### src/verilog/owd_pkg.sv
package owd_pkg;
  // register byte addresses: printed sfr offsets are not all multiples of
  // four, so each printed offset is an index and byte address is 4x
  localparam logic [7:0] AUX_CONTROL_IDX = 8'h8e;
  localparam logic [7:0] WATCHDOG_SERVICE_IDX = 8'ha6;
  localparam logic [7:0] POWER_CTRL_IDX = 8'h87;  // mode/status word
  localparam logic [9:0] AUX_CONTROL_ADDR = {AUX_CONTROL_IDX, 2'b00};
  localparam logic [9:0] WATCHDOG_SERVICE_ADDR = {WATCHDOG_SERVICE_IDX, 2'b00};
  localparam logic [9:0] POWER_CTRL_ADDR = {POWER_CTRL_IDX, 2'b00};
  // service key bytes
  localparam logic [7:0] KEY_FIRST = 8'h1e;
  localparam logic [7:0] KEY_SECOND = 8'he1;
  // field positions
  localparam int IDLE_STOP_BIT = 4;    // in aux_control_reg
  localparam int IDLE_BIT = 0;         // in power_ctrl
  localparam int PDOWN_BIT = 1;        // in power_ctrl
  localparam int ARMED_BIT = 7;        // in power_ctrl, read only
  localparam logic [7:0] AUX_RESET = 8'h00;
  // counter and timing
  localparam int CNT_W = 14;
  localparam logic [13:0] CNT_MAX = 14'h3fff;
  localparam int OSC_PER_MC = 12;      // oscillator periods per machine cycle
  localparam int PULSE_OSC = 98;       // reset pulse, oscillator periods
  localparam int OSC_PER_CLK = 1;      // sys_clk is the oscillator
  localparam int PULSE_CYC = (PULSE_OSC + OSC_PER_CLK - 1) / OSC_PER_CLK;
  // key matcher states
  typedef enum logic [0:0] {
    OWD_KEY_WAIT = 1'b0,
    OWD_KEY_HALF = 1'b1
  } owd_key_t;
endpackage : owd_pkg

### src/verilog/owd_watchdog.sv
`timescale 1ns/1ps
`default_nettype none
// Summary of operation
// - comes out of reset disabled, not counting
// - 1e then e1 to service register arms
// - armed counter advances every machine cycle
// - 14-bit count overflows at 3fff, resets device
// - stays armed until any reset
// - key clears counter; software services often enough
// - service register write only; counter hidden
// - overflow drives reset high 98 oscillator periods
// - power-down halts counter, value held
// - after power-down, wait for irq pin high
// - idle-stop clear: keeps counting in idle
// - idle-stop set: freezes in idle, resumes after
module owd_watchdog #(
  parameter int MC_DIV = owd_pkg::OSC_PER_MC,  // oscillator per machine cycle
  parameter int PULSE_LEN = owd_pkg::PULSE_CYC
) (
  input wire logic sys_clk_in,
  input wire logic rstn_in,
  // ahb-lite slave
  input wire logic hsel_in,
  input wire logic [31:0] haddr_in,
  input wire logic [1:0] htrans_in,
  input wire logic hwrite_in,
  input wire logic [2:0] hsize_in,
  input wire logic [31:0] hwdata_in,
  input wire logic hready_in,
  output logic [31:0] hrdata_out,
  output logic hreadyout_out,
  output logic hresp_out,
  // wake pins, active low level interrupts
  input wire logic ext_irq_zero_n_in,
  input wire logic ext_irq_one_n_in,
  // watchdog reset pin drive
  output logic wdt_reset_out
);

  // address phase capture
  logic wr_pend_ff, nxt_wr_pend;
  logic [9:0] addr_ff, nxt_addr;
  logic [31:0] rdata_ff, nxt_rdata;
  // block state
  logic [7:0] aux_ff, nxt_aux;           // aux_control_reg
  logic idle_ff, nxt_idle;               // core idle
  logic pdown_ff, nxt_pdown;             // oscillator stopped
  logic wake_hold_ff, nxt_wake_hold;     // waiting for irq pin high
  logic armed_ff, nxt_armed;
  owd_pkg::owd_key_t key_ff, nxt_key;    // key matcher state
  logic [13:0] cnt_ff, nxt_cnt;          // watchdog_counter
  logic [7:0] div_ff, nxt_div;           // machine cycle divider
  logic [7:0] pulse_ff, nxt_pulse;       // reset pulse length
  logic mc_tick;
  logic count_en;
  logic key_hit;
  logic svc_wr;
  logic aux_wr;
  logic pwr_wr;
  logic irq_low;
  logic [7:0] wbyte;

  // write decode, used more than once
  function automatic logic wr_to(input logic [9:0] a, input logic [9:0] t);
    wr_to = (a == t);
  endfunction : wr_to

  assign wbyte = hwdata_in[7:0];
  assign irq_low = !ext_irq_zero_n_in || !ext_irq_one_n_in;
  assign svc_wr = wr_pend_ff && wr_to(addr_ff, owd_pkg::WATCHDOG_SERVICE_ADDR);
  assign aux_wr = wr_pend_ff && wr_to(addr_ff, owd_pkg::AUX_CONTROL_ADDR);
  assign pwr_wr = wr_pend_ff && wr_to(addr_ff, owd_pkg::POWER_CTRL_ADDR);
  // zero wait states, always okay
  assign hreadyout_out = 1'b1;
  assign hresp_out = 1'b0;
  assign hrdata_out = rdata_ff;

  // bus phase tracking and read mux
  always_comb
  begin
    nxt_wr_pend = 1'b0;
    nxt_addr = addr_ff;
    nxt_rdata = rdata_ff;
    if (hsel_in && hready_in && htrans_in[1])
    begin
      nxt_wr_pend = hwrite_in;
      nxt_addr = haddr_in[9:0];
      nxt_rdata = 32'h0000_0000;
      // counter and service register read as zero
      if (haddr_in[9:0] == owd_pkg::AUX_CONTROL_ADDR)
      begin
        nxt_rdata = {24'h00_0000, aux_ff};
      end
      else if (haddr_in[9:0] == owd_pkg::POWER_CTRL_ADDR)
      begin
        nxt_rdata = {24'h00_0000, armed_ff, 5'h00, pdown_ff, idle_ff};
      end
    end
  end

  always_ff @(posedge sys_clk_in or negedge rstn_in)
  begin
    if (!rstn_in)
    begin
      wr_pend_ff <= 1'b0;
      addr_ff <= 10'h000;
      rdata_ff <= 32'h0000_0000;
    end
    else
    begin
      wr_pend_ff <= nxt_wr_pend;
      addr_ff <= nxt_addr;
      rdata_ff <= nxt_rdata;
    end
  end

  // key match: 1e immediately followed by e1 on the service register
  always_comb
  begin
    nxt_key = key_ff;
    key_hit = 1'b0;
    if (svc_wr)
    begin
      case (key_ff)
        owd_pkg::OWD_KEY_WAIT:
        begin
          nxt_key = (wbyte == owd_pkg::KEY_FIRST) ? owd_pkg::OWD_KEY_HALF
                                                  : owd_pkg::OWD_KEY_WAIT;
        end
        owd_pkg::OWD_KEY_HALF:
        begin
          // any other value restarts matching
          key_hit = (wbyte == owd_pkg::KEY_SECOND);
          nxt_key = (wbyte == owd_pkg::KEY_FIRST) ? owd_pkg::OWD_KEY_HALF
                                                  : owd_pkg::OWD_KEY_WAIT;
        end
        default:
        begin
          nxt_key = owd_pkg::OWD_KEY_WAIT;
        end
      endcase
    end
    else if (wr_pend_ff)
    begin
      // a write elsewhere breaks the pair
      nxt_key = owd_pkg::OWD_KEY_WAIT;
    end
  end

  // counting permitted: oscillator running and not frozen
  assign count_en = armed_ff && !pdown_ff && !wake_hold_ff
    && !(idle_ff && aux_ff[owd_pkg::IDLE_STOP_BIT]);
  assign mc_tick = (div_ff == 8'(MC_DIV - 1));

  // mode, arming, counter, divider and pulse
  always_comb
  begin
    nxt_aux = aux_ff;
    nxt_idle = idle_ff;
    nxt_pdown = pdown_ff;
    nxt_wake_hold = wake_hold_ff;
    nxt_armed = armed_ff;
    nxt_cnt = cnt_ff;
    nxt_div = div_ff;
    nxt_pulse = (pulse_ff != 8'h00) ? pulse_ff - 8'h01 : 8'h00;
    if (aux_wr)
    begin
      nxt_aux = wbyte;
    end
    if (pwr_wr)
    begin
      nxt_idle = wbyte[owd_pkg::IDLE_BIT];
      nxt_pdown = wbyte[owd_pkg::PDOWN_BIT];
    end
    // level interrupt ends idle or power-down; after power-down count waits for high
    if (pdown_ff && irq_low)
    begin
      nxt_pdown = 1'b0;
      nxt_idle = 1'b0;
      nxt_wake_hold = 1'b1;
    end
    if (wake_hold_ff && !irq_low)
    begin
      nxt_wake_hold = 1'b0;
    end
    if (idle_ff && irq_low && !pdown_ff)
    begin
      nxt_idle = 1'b0;
    end
    if (count_en)
    begin
      nxt_div = mc_tick ? 8'h00 : div_ff + 8'h01;
      if (mc_tick)
      begin
        nxt_cnt = cnt_ff + 14'h0001;
      end
    end
    if (key_hit)
    begin
      nxt_armed = 1'b1;
      nxt_cnt = 14'h0000;
      nxt_div = 8'h00;
    end
    else if (count_en && mc_tick && cnt_ff == owd_pkg::CNT_MAX)
    begin
      // overflow: pulse pin and return to disabled
      nxt_pulse = 8'(PULSE_LEN);
      nxt_armed = 1'b0;
      nxt_cnt = 14'h0000;
      nxt_div = 8'h00;
      nxt_aux = owd_pkg::AUX_RESET;
      nxt_idle = 1'b0;
      nxt_pdown = 1'b0;
    end
  end

  always_ff @(posedge sys_clk_in or negedge rstn_in)
  begin
    if (!rstn_in)
    begin
      aux_ff <= owd_pkg::AUX_RESET;
      idle_ff <= 1'b0;
      pdown_ff <= 1'b0;
      wake_hold_ff <= 1'b0;
      armed_ff <= 1'b0;
      key_ff <= owd_pkg::OWD_KEY_WAIT;
      cnt_ff <= 14'h0000;
      div_ff <= 8'h00;
      pulse_ff <= 8'h00;
    end
    else
    begin
      aux_ff <= nxt_aux;
      idle_ff <= nxt_idle;
      pdown_ff <= nxt_pdown;
      wake_hold_ff <= nxt_wake_hold;
      armed_ff <= nxt_armed;
      key_ff <= nxt_key;
      cnt_ff <= nxt_cnt;
      div_ff <= nxt_div;
      pulse_ff <= nxt_pulse;
    end
  end

  // pin high while pulse count runs
  assign wdt_reset_out = (pulse_ff != 8'h00);
endmodule : owd_watchdog
`default_nettype wire

### config.mk
export PLATFORM = sky130hd
export DESIGN_NAME = owd_watchdog
export DESIGN_NICKNAME = d
export VERILOG_FILES = /design/src/verilog/owd_pkg.sv /design/src/verilog/owd_watchdog.sv
export SDC_FILE = /design/constraint.sdc
export NUM_CORES = 1
export LEC_CHECK = 0
export ABC_AREA = 1
export BUFFER_PORTS_ARGS = -buffer_cell sky130_fd_sc_hd__buf_4
export CORE_MARGIN = 2
export CORE_UTILIZATION = 48
export CTS_BUF_LIST = sky130_fd_sc_hd__clkbuf_8
export DETAILED_ROUTE_END_ITERATION = 12
export PLACE_DENSITY = 0.79
export SYNTH_ARGS = -nofsm -noshare
export SYNTH_HDL_FRONTEND = slang
export SYNTH_SLANG_ARGS = --single-unit
### constraint.sdc
create_clock -name sys_clk_in -period 1.4 [get_ports sys_clk_in]
set_input_delay 0.28 -clock sys_clk_in [delete_from_list [all_inputs] [get_ports sys_clk_in]]
set_output_delay 0.28 -clock sys_clk_in [all_outputs]
set_load 0.02 [all_outputs]
Word level (Yosys, flattened, before mapping)
Index checks and enable logic that the tools add are counted.
{"block": "op_classes", "eq_ne": 9, "n_reduce_logical": 29, "mux": 35, "n_addsub": 3}
{"cell": "$mux 8", "n": 12}
{"cell": "$mux 14", "n": 4}
{"cell": "$eq 10x10->1 const B", "n": 5}
{"cell": "$mux 1", "n": 19}
{"cell": "$logic_and 1x1->1", "n": 15}
{"cell": "$add 14x1->14 const B", "n": 1}
{"cell": "$eq 14x14->1 const B", "n": 1}
{"cell": "$add 8x1->8 const B", "n": 1}
{"cell": "$eq 8x4->1 const B", "n": 1}
{"cell": "$eq 8x5->1 const B", "n": 1}
{"cell": "$eq 8x8->1 const B", "n": 1}
{"cell": "$reduce_bool 8->1", "n": 1}
{"cell": "$sub 8x1->8 const B", "n": 1}
{"cell": "$logic_not 1->1", "n": 6}
{"cell": "$reduce_bool 2->1", "n": 3}
{"cell": "$reduce_bool 3->1", "n": 2}
{"cell": "$reduce_and 2->1", "n": 1}
{"cell": "$logic_or 1x1->1", "n": 1}
{"block": "totals", "word_cells": 88, "register_bits": 86, "out_inout_bits": 35}

Longest topological paths before layout
Gate-level depths: netlist of the first run.
{"block": "logic_depth", "word_depth": 8, "depth_mapped": 10, "depth_no_buf": 10}

Worst setup path after synthesis of the first run
Ideal clock, no wire load.
{"block": "synth_timing", "path_type": "register to register", "start": "register cnt_ff[0]", "end": "register pulse_ff[2]", "period_less_slack_ps": 1426, "slack_ps": -26, "t_arrival_ps": 1306, "path_stages_with_launch": 9, "path_cell_list": "dfrtp_1 -> ha_1 -> nand2_1 -> nor2_1 -> nand4_1 -> nor2_4 -> nand2_4 -> nand2_2 -> nor2_1"}
{"block": "synth_between", "elab_chain_len": 4}
{"element": "start, declared", "line_no": "owd_watchdog.sv:51", "rtl": "logic [13:0] cnt_ff, nxt_cnt;"}
{"element": "start signal, assigned", "line_no": "owd_watchdog.sv:239", "rtl": "cnt_ff <= nxt_cnt;"}
{"element": "$eq 14x14->1", "line_no": "owd_watchdog.sv:204", "rtl": "else if (count_en && mc_tick && cnt_ff == owd_pkg::CNT_MAX)"}
{"element": "$logic_and 1x1->1", "line_no": "owd_watchdog.sv:204"}
{"element": "$mux 8", "line_no": "owd_watchdog.sv:204"}
{"element": "$mux 8", "line_no": "owd_watchdog.sv:198", "rtl": "if (key_hit)"}
{"element": "named net nxt_pulse[2]", "line_no": "owd_watchdog.sv:53", "rtl": "logic [7:0] pulse_ff, nxt_pulse;"}
{"element": "end signal, assigned", "line_no": "owd_watchdog.sv:241", "rtl": "pulse_ff <= nxt_pulse;"}
{"element": "end, declared", "line_no": "owd_watchdog.sv:53"}
The timed path passes the listed nets, and every way through them passes these cells.
A chain may end at the register's enable or synchronous reset.

Worst setup path in the final report of the first run
{"block": "layout_timing", "start": "register cnt_ff[0]", "end": "register pulse_ff[7]"}
Same word-level chain as after synthesis.

==> results.yml, run 1 <==
min_path:
  hold_end: "addr_ff[3]"
  min-delay-start: "haddr_in[3]"
  min_path_type: "input port to flop"
  holdPathStages: 3
floorplanning:
  start_util_pct: 50.0
  row_count: 31
  ios: 111
  die_w_um: 91.2
  dieHeight_um: 91.2
  coreArea_mm2: 0.00729
  fp.dieArea_mm2: 0.00831
finish:
  drive_gt1_share_pct: 39.7
  syn2layout_area_growth_pct: 43.2
  multi_input_area_mm2: 0.00211
  final_cell_count_no_fill: 699
  fill_cells: 533
  antennaDiodeCount: 0
  regArea_mm2: 0.00155
  nets: 675
logic_synthesis:
  yosys.area.top_type: "dfrtp_1"
  synth.most_common_cell: "nand2_1"
  synth-main-ff-cell: "dfrtp_1"
  ys_types: 38
  synthCells: 467
  synth.yosys.seq_area_share_pct: 42.5
  synth-edff-count: 0
  ys_warn_count: 0
  synthTopCellsByCount: "120 x nand2_1, 62 x dfrtp_1, 54 x nor2_1, 48 x nand3_1, 38 x inv_1"
  synth_area_leaders: "dfrtp_1 43%, nand2_1 12%, nand3_1 6.6%, nor2_1 5.6%, buf_4 5.3%"
  async_flop_share_pct: 100
  synth-seq-cells: 62
  synth_top_area_share_pct: 42.5
  syn_area_per_cell_um2: 7.81
  netlist_area_mm2: 0.00365
clock_tree:
  clkTransAtPathRegs_ns: 0.07
  cts_buffer_depth: 2
  cts_tree: "yes"
  worstSkewPairLatency_ns: 0.35
  cts_inserted_buffers: 9
  cts.sinks: 62
  htreeDepth: 3
  root_buffer: "clkbuf_8"
detailed_routing:
  drt-wirelength-per-cell_um: 14.5
  finalWirelength_um: 10200
  vias: 3559
  ant_nets: 0
  first_pass_iters: 4
  drt_iter0_drc: 233
  drc: 0
  via_per_inst: 5.09
sta:
  worst_slack_ns: -0.224
  hold_ws_ns: 0.149
  timing.fmax_ghz: 0.616
  rsz0062_at_grt: "yes"
  drv_slew: 0
  hold_viol: 0
  min_period_ns: 1.62
  period_share_pct: 116
  finClkSkew_ns: 0.00865
  fin_tns_setup_ns: -5.74
  setup_viol: 37
setup_path:
  crit_path_end_kind: "flop"
  slowest_delay_ns: 0.37
  crit_start: "cnt_ff[0]"
  slowest_stage: "dfrtp_1"
  crit_fanout: 7
  critPathKind: "flop to flop"
  timing.reg2reg.setup_slack_ns: -0.22
  crit_arrival_ns: 1.86
  rr_endpoint: "pulse_ff[7]"
  cp_cell_sequence: "ha_2, nand2_2, nor2_4, nand4_1, nor2_4, buf_6, nand2_8, nand2_8, nor2_2"
  startpoint_type: "flop"
  cp.required_ns: 1.63
  ff2ff_path_depth: 9
  rr_startpoint: "cnt_ff[0]"
run_status:
  violations: "negative setup slack"
  status: "complete, but fails checks"
grt:
  grt_max_degree: 27
  antenna_found_initial: 0
  overflow: 0
  grt_pass1_vias: 3529
  grt_pass1_wl_um: 15600
  gr-usage-all-layers_pct: 23.1
pwr:
  power.density_mw_per_mm2: 819
  power_leakage_uw: 0.00256
  ir_drop_mv: 0.622
placement:
  routabilityCongestion: 0.932
  dpl.cell_count: 660
  port_buffers: 34
  dp.final_hpwl_um: 6090
run:
  maxCapViolCount: 0
-- report_power, final --
group / internal, uW / switching, uW
sequential: 1870 / 57.5
combinational: 282 / 339
clock: 1010 / 723
-- worst max-delay path, delay by kind of cell (launching register included) --
family | cells | cell delay, ns
fa+ha+maj | 1 | 0.20
buf+inv | 1 | 0.13
flops | 1 | 0.37
simple gates | 7 | 0.80
-- how the worst max path moves through the flow --
stage                          to  cells past startpoint
finish                pulse_ff[7]                      9
global route        wdt_reset_out                      5
CTS                 wdt_reset_out                      5
detailed placement      aux_ff[6]                      8
global placement        aux_ff[5]                      8
floorplan             pulse_ff[2]                      8
-- through the flow --
| step | cell area [um^2] | util, % | total power (uW) | setup slack (ns) |
|---|---|---|---|---|
| 2_1_floorplan | 3750 | - | 2250 | -0.0209 |
| 3_3_place_gp | 4440 | 60.9 | 2470 | -0.114 |
| 3_5_place_dp | 4440 | 60.9 | 2490 | -0.141 |
| 4_1_cts | 4910 | 67.3 | 4250 | -0.173 |
| 5_1_grt | 5230 | 71.7 | 4440 | -0.329 |
| 6_report | 5230 | 71.7 | 4280 | -0.224 |
-- placed cells by master (no fill, tap or decap), types with 11 or more instances in the layout --
cell | synthesis | final
nor2_1 | 54 | 42
nand4_1 | 12 | 12
xor2_1 | 17 | 16
nand3_2 | 0 | 12
nand3_1 | 48 | 33
nor2_2 | 6 | 12
inv_1 | 38 | 34
nor2_4 | 5 | 11
o211ai_1 | 13 | 13
buf_4 | 26 | 111
o21ai_0 | 12 | 12
clkbuf_8 | 0 | 13
dfrtp_1 | 62 | 62
conb_1 | 2 | 26
nand2_1 | 120 | 96
nand2_2 | 3 | 21
-- cells by family (layout without fill, tap and decap cells) --
| kind of cell | count (synthesis) | count (layout) | share of synthesized area, % |
|---|---|---|---|
| and+or+nand+nor | 261 | 261 | 33.1 |
| buffers and inverters | 78 | 187 | 11.0 |
| DFF | 62 | 62 | 42.5 |
| AOI/OAI and AO/OA | 41 | 41 | 7.17 |
| xor gates and xnor gates | 19 | 19 | 4.56 |
| adders and majority gates | 4 | 4 | 1.37 |
| other | 2 | 26 | 0.206 |
-- routing by layer --
metal | part of all wire, % | GRT usage (%)
met4 | 1.5 | 8.84
met2 | 53 | 38.8
met5 | 0 | 0
met1 | 40 | 29.4
met3 | 5.2 | 4.56
-- sequential cells by signal, summed over array words and instances, names as in the netlist --
signal	count
cnt_ff	14
div_ff	8
pdown_ff	1
wr_pend_ff	1
pulse_ff	8
aux_ff	8
hrdata_out	8
wake_hold_ff	1
armed_ff	1
idle_ff	1
addr_ff	10
key_ff	1
-- repair_timing --
item / CTS / global route
pin swaps: 17 / 28
gates cloned: 1 / 1
hold buffers: 1 / 0
gates resized for setup: 41 / 61
endpoints found under the setup margin: 41 / 42
buffers inserted: 13 / 12
hold endpoints to repair: 23 / 0
-- area by class of cell --
type	count	area share (%)
Clock inverter	3	0.766
Timing Repair Buffer	125	19.5
Clock buffer	13	3.42
Inverter	45	3.62
Multi-Input combinational cell	351	40.4
Timing Repair inverter	1	0.216
Sequential cell	62	29.7
Tap cell	99	2.37
Power figures use the tool's default switching activity.
==> run 2, diff against run 1 <==
CORE_UTILIZATION = 53   (was 48)
PLACE_DENSITY = 0.9   (was 0.79)
clock period = 1.85 ns   (was 1.4 ns; I/O delays follow)
==> run 2 against run 1 <==
  * Combinational power shrank 51%
  * Largest cell class unchanged
  * Die area shrank 9.0%
  * Clock-buffer cell count shrank 4
  * Highest routed layer unchanged
  * First-iteration DRC count shrank 12%
  * Global-route usage shrank 1.1 points
  * The flow now finishes without violations
  * Utilization shrank 10 points
==> results.yml, run 2 (same netlist as run 1, synthesis figures left out) <==
run_status:
  status: "complete, no violations"
finish:
  drive_gt1_share_pct: 15.9
  fill_cells: 571
  stdcell_area_mm2: 0.00412
  final_cell_count_no_fill: 596
  syn2layout_area_growth_pct: 12.9
  final_cell_mix: "120 x nand2_1, 62 x dfrtp_1, 54 x nor2_1, 48 x nand3_1, 41 x inv_1"
  fin_util_pct: 61.3
  largest_reg_flops: 14
  final_common_cell: "nand2_1"
  largest-register: "cnt_ff"
  nets: 591
  reg_top3: "cnt_ff (14), addr_ff (10)"
  antennaDiodeCount: 0
pwr:
  clock_power_share_pct: 38.9
  power.density_mw_per_mm2: 704
  internal-power_uw: 2120
  seqPwrFrac_pct: 50.5
  ir_drop_mv: 0.524
  combinationalPowerShare_pct: 10.6
  switching_share_pct: 26.8
  p_sw_uw: 776
  power_leakage_uw: 0.00207
setup_path:
  critPathKind: "flop to primary output"
  rr_startpoint: "cnt_ff[0]"
  ff2ff_path_depth: 8
  cp.depth: 4
  slowest_delay_ns: 0.38
  crit_buf_inv: 2
  cp_top_family: "flip-flops"
  rr_endpoint: "aux_ff[3]"
  slowest_stage: "dfrtp_1"
  timing.reg2reg.setup_slack_ns: 0.19
  startpoint_type: "flop"
  cp_cell_sequence: "inv_1, ha_1, nand4_1, buf_4"
  cp.required_ns: 1.48
  crit_arrival_ns: 1.34
  endpoint: "wdt_reset_out"
  crit_fanout: 3
  crit_start: "pulse_ff[0]"
  crit_path_end_kind: "primary output"
clock_tree:
  worstSkewPairLatency_ns: 0.34
  cts_tree: "yes"
  cts_buffer_depth: 2
  clkTransAtPathRegs_ns: 0.07
  cts-resized-gates: 0
  cts.sinks: 62
  cts_inserted_buffers: 9
  htreeDepth: 3
  root_buffer: "clkbuf_8"
run:
  maxCapViolCount: 0
floorplanning:
  ios: 111
  start_util_pct: 54.3
  fp.dieArea_mm2: 0.00756
  die_w_um: 87.0
  dieHeight_um: 87.0
  row_count: 30
  coreArea_mm2: 0.00672
detailed_routing:
  drc: 0
  finalWirelength_um: 7570
  first_pass_iters: 4
  vias: 3142
  drt-wirelength-per-cell_um: 12.7
  via_per_inst: 5.27
  ant_nets: 0
  drt_iter0_drc: 205
min_path:
  min_path_type: "input port to flop"
placement:
  place_area_mm2: 0.00393
  routabilityCongestion: 0.898
  port_buffers: 34
  post-place-ws_ns: 0.179
  dp.final_hpwl_um: 5500
  dpl.cell_count: 579
sta:
  drv_slew: 0
  setup_viol: 0
  period_share_pct: 92.4
  min_period_ns: 1.71
  rsz0062_at_grt: "no"
  timing.fmax_ghz: 0.585
  worst_slack_ns: 0.141
  fin_tns_setup_ns: 0
  finClkSkew_ns: 0.0120
  hold_viol: 0
grt:
  grt_pass1_vias: 3143
  grt_pass1_wl_um: 13300
  gr-usage-all-layers_pct: 22.0
  antenna_found_initial: 0
  grt_max_degree: 40
  overflow: 0
## run 2: changes by cell type in the layout (fill, tap and decap cells not counted), sizes merged
cell	delta
clkbuf	-5
inv	+3
buf	-82
clkinvlp	+1
clkinv	-1
## run 2: area by class of cell
| cell class | instances | area [um^2] | area share (%) |
|---|---|---|---|
| flip-flops and latches | 62 | 1550 | 37.7 |
| inverters | 45 | 171 | 4.16 |
| multi-input cells | 351 | 1780 | 43.3 |
| clock inverters | 7 | 58.8 | 1.43 |
| clock buffers | 9 | 124 | 3.01 |
| repair buffers | 42 | 330 | 8.02 |
| well taps | 80 | 100 | 2.43 |
## run 2: metal layers
layer  part of all wire [%]  GRT usage, %  wire (um)
met1                     43          27.3       3280
met2                     50          36.8       3780
met3                    4.8          5.31        362
met4                    1.9          9.09        146
met5                      0             0          0
## run 2: through the flow
| step | hold WS, ns | total power (uW) |
|---|---|---|
| 2_1_floorplan | 0.0744 | 1700 |
| 3_3_place_gp | 0.284 | 1780 |
| 3_5_place_dp | 0.290 | 1800 |
| 4_1_cts | 0.234 | 2920 |
| 5_1_grt | 0.250 | 3020 |
| 6_report | 0.246 | 2900 |
## run 2: tightest hold or removal path, delay by kind of cell
family / cells / cell delay, ns
and+or+nand+nor: 2 / 0.10
buffers and inverters: 1 / 0.09
## run 2: worst min path at each step
stage,depth (start not counted),end,start,slack (ns)
finish,3,addr_ff[4],haddr_in[4],0.25
global route,3,wr_pend_ff,hwrite_in,0.25
CTS,3,wr_pend_ff,hwrite_in,0.23
detailed placement,1,hrdata_out[7],rstn_in,0.29
global placement,1,hrdata_out[1],rstn_in,0.28
floorplan,0,addr_ff[0],rstn_in,0.07
## run 2: what timing repair did
action                                 4_1_cts  5_1_grt
hold buffers                                 1        0
endpoints found under the hold margin       23        0
buffers inserted                             0        0
## run 2: power groups by stage
stage          combinational (uW)  sequential [uW]  clock [uW]
6_report                      307             1470        1130
5_1_grt                       345             1470        1200
4_1_cts                       308             1470        1140
3_5_place_dp                  306             1490           0
3_3_place_gp                  293             1490           0
2_1_floorplan                 210             1490           0
==> run 3, diff against run 2 <==
RECOVER_POWER = 100   (was unset)
==> run 3 against run 2 <==
  * Routed wire length grew 0.12%
  * Largest power group unchanged
  * Clock skew grew 0.00095 ns
  * Sequential power is essentially flat
  * Highest routed layer unchanged
  * Maximum frequency is essentially flat
  * First-iteration DRC count shrank 2.9%
  * Critical endpoint unchanged
  * Final area shrank 1.4%
==> results.yml, run 3 (same netlist as run 1, synthesis figures left out) <==
sta:
  drv_slew: 0
  min_period_ns: 1.71
  setup_viol: 0
  worstMarginPinSlew_ns: 0.724
  hold_viol: 0
  fin_tns_setup_ns: 0
  maxSlewHeadroom_pct: 51.7
  rsz0062_at_grt: "no"
  period_share_pct: 92.4
  timing.fmax_ghz: 0.585
  finClkSkew_ns: 0.0129
  hold_ws_ns: 0.245
clock_tree:
  cts_buffer_depth: 2
  clkTransAtPathRegs_ns: 0.07
  cts_tree: "yes"
  cts.sinks: 62
  cts_inserted_buffers: 9
  root_buffer: "clkbuf_8"
  cts-resized-gates: 0
  htreeDepth: 3
  worstSkewPairLatency_ns: 0.34
detailed_routing:
  ant_nets: 0
  drc: 0
  via_per_inst: 5.26
  first_pass_iters: 4
  finalWirelength_um: 7580
  vias: 3136
  drt-wirelength-per-cell_um: 12.7
  drt_iter0_drc: 199
pwr:
  clock_power_share_pct: 39.1
  power.density_mw_per_mm2: 710
  seqPwrFrac_pct: 50.8
  combinationalPowerShare_pct: 10.1
  p_sw_uw: 776
  power_leakage_uw: 0.00202
  switching_share_pct: 26.9
  internal-power_uw: 2110
  ir_drop_mv: 0.521
min_path:
  holdPathStages: 3
  hold_end: "addr_ff[4]"
  min-delay-start: "haddr_in[4]"
  min_path_type: "input port to flop"
setup_path:
  critPathKind: "flop to primary output"
  crit_fanout: 3
  slowest_stage: "dfrtp_1"
  slowest_delay_ns: 0.38
  startpoint_type: "flop"
  cp_top_family: "flip-flops"
  timing.reg2reg.setup_slack_ns: 0.18
  cp.required_ns: 1.48
  crit_buf_inv: 2
  crit_arrival_ns: 1.34
  rr_endpoint: "div_ff[0]"
  cp_cell_sequence: "inv_1, ha_1, nand4_1, clkbuf_2"
  crit_path_end_kind: "primary output"
  ff2ff_path_depth: 10
  rr_startpoint: "addr_ff[5]"
grt:
  met3_usage_pct: 5.31
  antenna_found_initial: 0
  top_usage_layer: "met2"
  grt_pass1_vias: 3143
  grt_max_degree: 40
  grt_pass1_wl_um: 13300
  met2_usage_pct: 36.8
  grtUsageMet1_pct: 27.3
  overflow: 0
  gr-usage-all-layers_pct: 22.0
finish:
  syn2layout_area_growth_pct: 11.4
  largest-register: "cnt_ff"
  final_cell_mix: "120 x nand2_1, 62 x dfrtp_1, 55 x nor2_1, 48 x nand3_1, 41 x inv_1"
  drive_gt1_share_pct: 13.8
  fill_cells: 583
  fin_util_pct: 60.5
  nets: 591
  antennaDiodeCount: 0
  stdcell_area_mm2: 0.00406
  final_common_cell: "nand2_1"
  final_cell_count_no_fill: 596
  largest_reg_flops: 14
  reg_top3: "cnt_ff (14), addr_ff (10)"
floorplanning:
  die_w_um: 87.0
  dieHeight_um: 87.0
  coreArea_mm2: 0.00672
  fp.dieArea_mm2: 0.00756
  row_count: 30
  ios: 111
  start_util_pct: 54.3
placement:
  port_buffers: 34
  dp.final_hpwl_um: 5500
  dpl.cell_count: 579
  routabilityCongestion: 0.898
  place_area_mm2: 0.00393
run_status:
  status: "complete, no violations"
run:
  maxCapViolCount: 0
-- run 3: power groups by stage --
stage	combinational [uW]	clock, uW	sequential [uW]
after floorplan	210	0	1490
after global placement	293	0	1490
after detailed placement	306	0	1490
after CTS	308	1140	1470
after global routing	330	1200	1470
final	292	1130	1470
-- run 3: routing by layer --
metal  wire (um)  part of all wire, %  vias up
li1            -                    -     1540
met1        3290                   43     1483
met2        3760                   50       98
met3         392                  5.2       15
met4         128                  1.7        0
met5           0                    0        -
-- run 3: what timing repair did --
item                                   in CTS  in global routing
setup buffers                               0                  0
hold buffers                                1                  0
setup endpoints to repair                   0                  0
endpoints found under the hold margin      23                  0
-- run 3: worst min-delay path, cell delays in order --
cell and delay [ns]:
buf_4 0.09, nand2_1 0.05, nand2_1 0.05
-- run 3: how the worst max path moves through the flow --
stage / from / to / slack (ns) / cells after the start
final: pulse_ff[0] / wdt_reset_out / 0.14 / 4
after global routing: pdown_ff / aux_ff[3] / 0.03 / 8
after CTS: pulse_ff[0] / wdt_reset_out / 0.13 / 4
after detailed placement: hwdata_in[2] / div_ff[0] / 0.18 / 9
after global placement: hwdata_in[2] / div_ff[0] / 0.25 / 9
after floorplan: cnt_ff[0] / pulse_ff[2] / 0.42 / 8
-- run 3: layout make-up --
class	instances	area (um^2)	area share [%]
clock buffer	9	124	3.05
clock inverter	7	58.8	1.45
inverter	45	171	4.22
multi-input combinational	351	1780	43.9
sequential	62	1550	38.2
tap	80	100	2.46
timing repair buffer	42	275	6.78
-- run 3: stage by stage --
| step | power (uW) | worst slack [ns] |
|---|---|---|
| 2_1_floorplan | 1700 | 0.424 |
| 3_3_place_gp | 1780 | 0.245 |
| 3_5_place_dp | 1800 | 0.179 |
| 4_1_cts | 2920 | 0.129 |
| 5_1_grt | 3000 | 0.0348 |
| 6_report | 2890 | 0.141 |
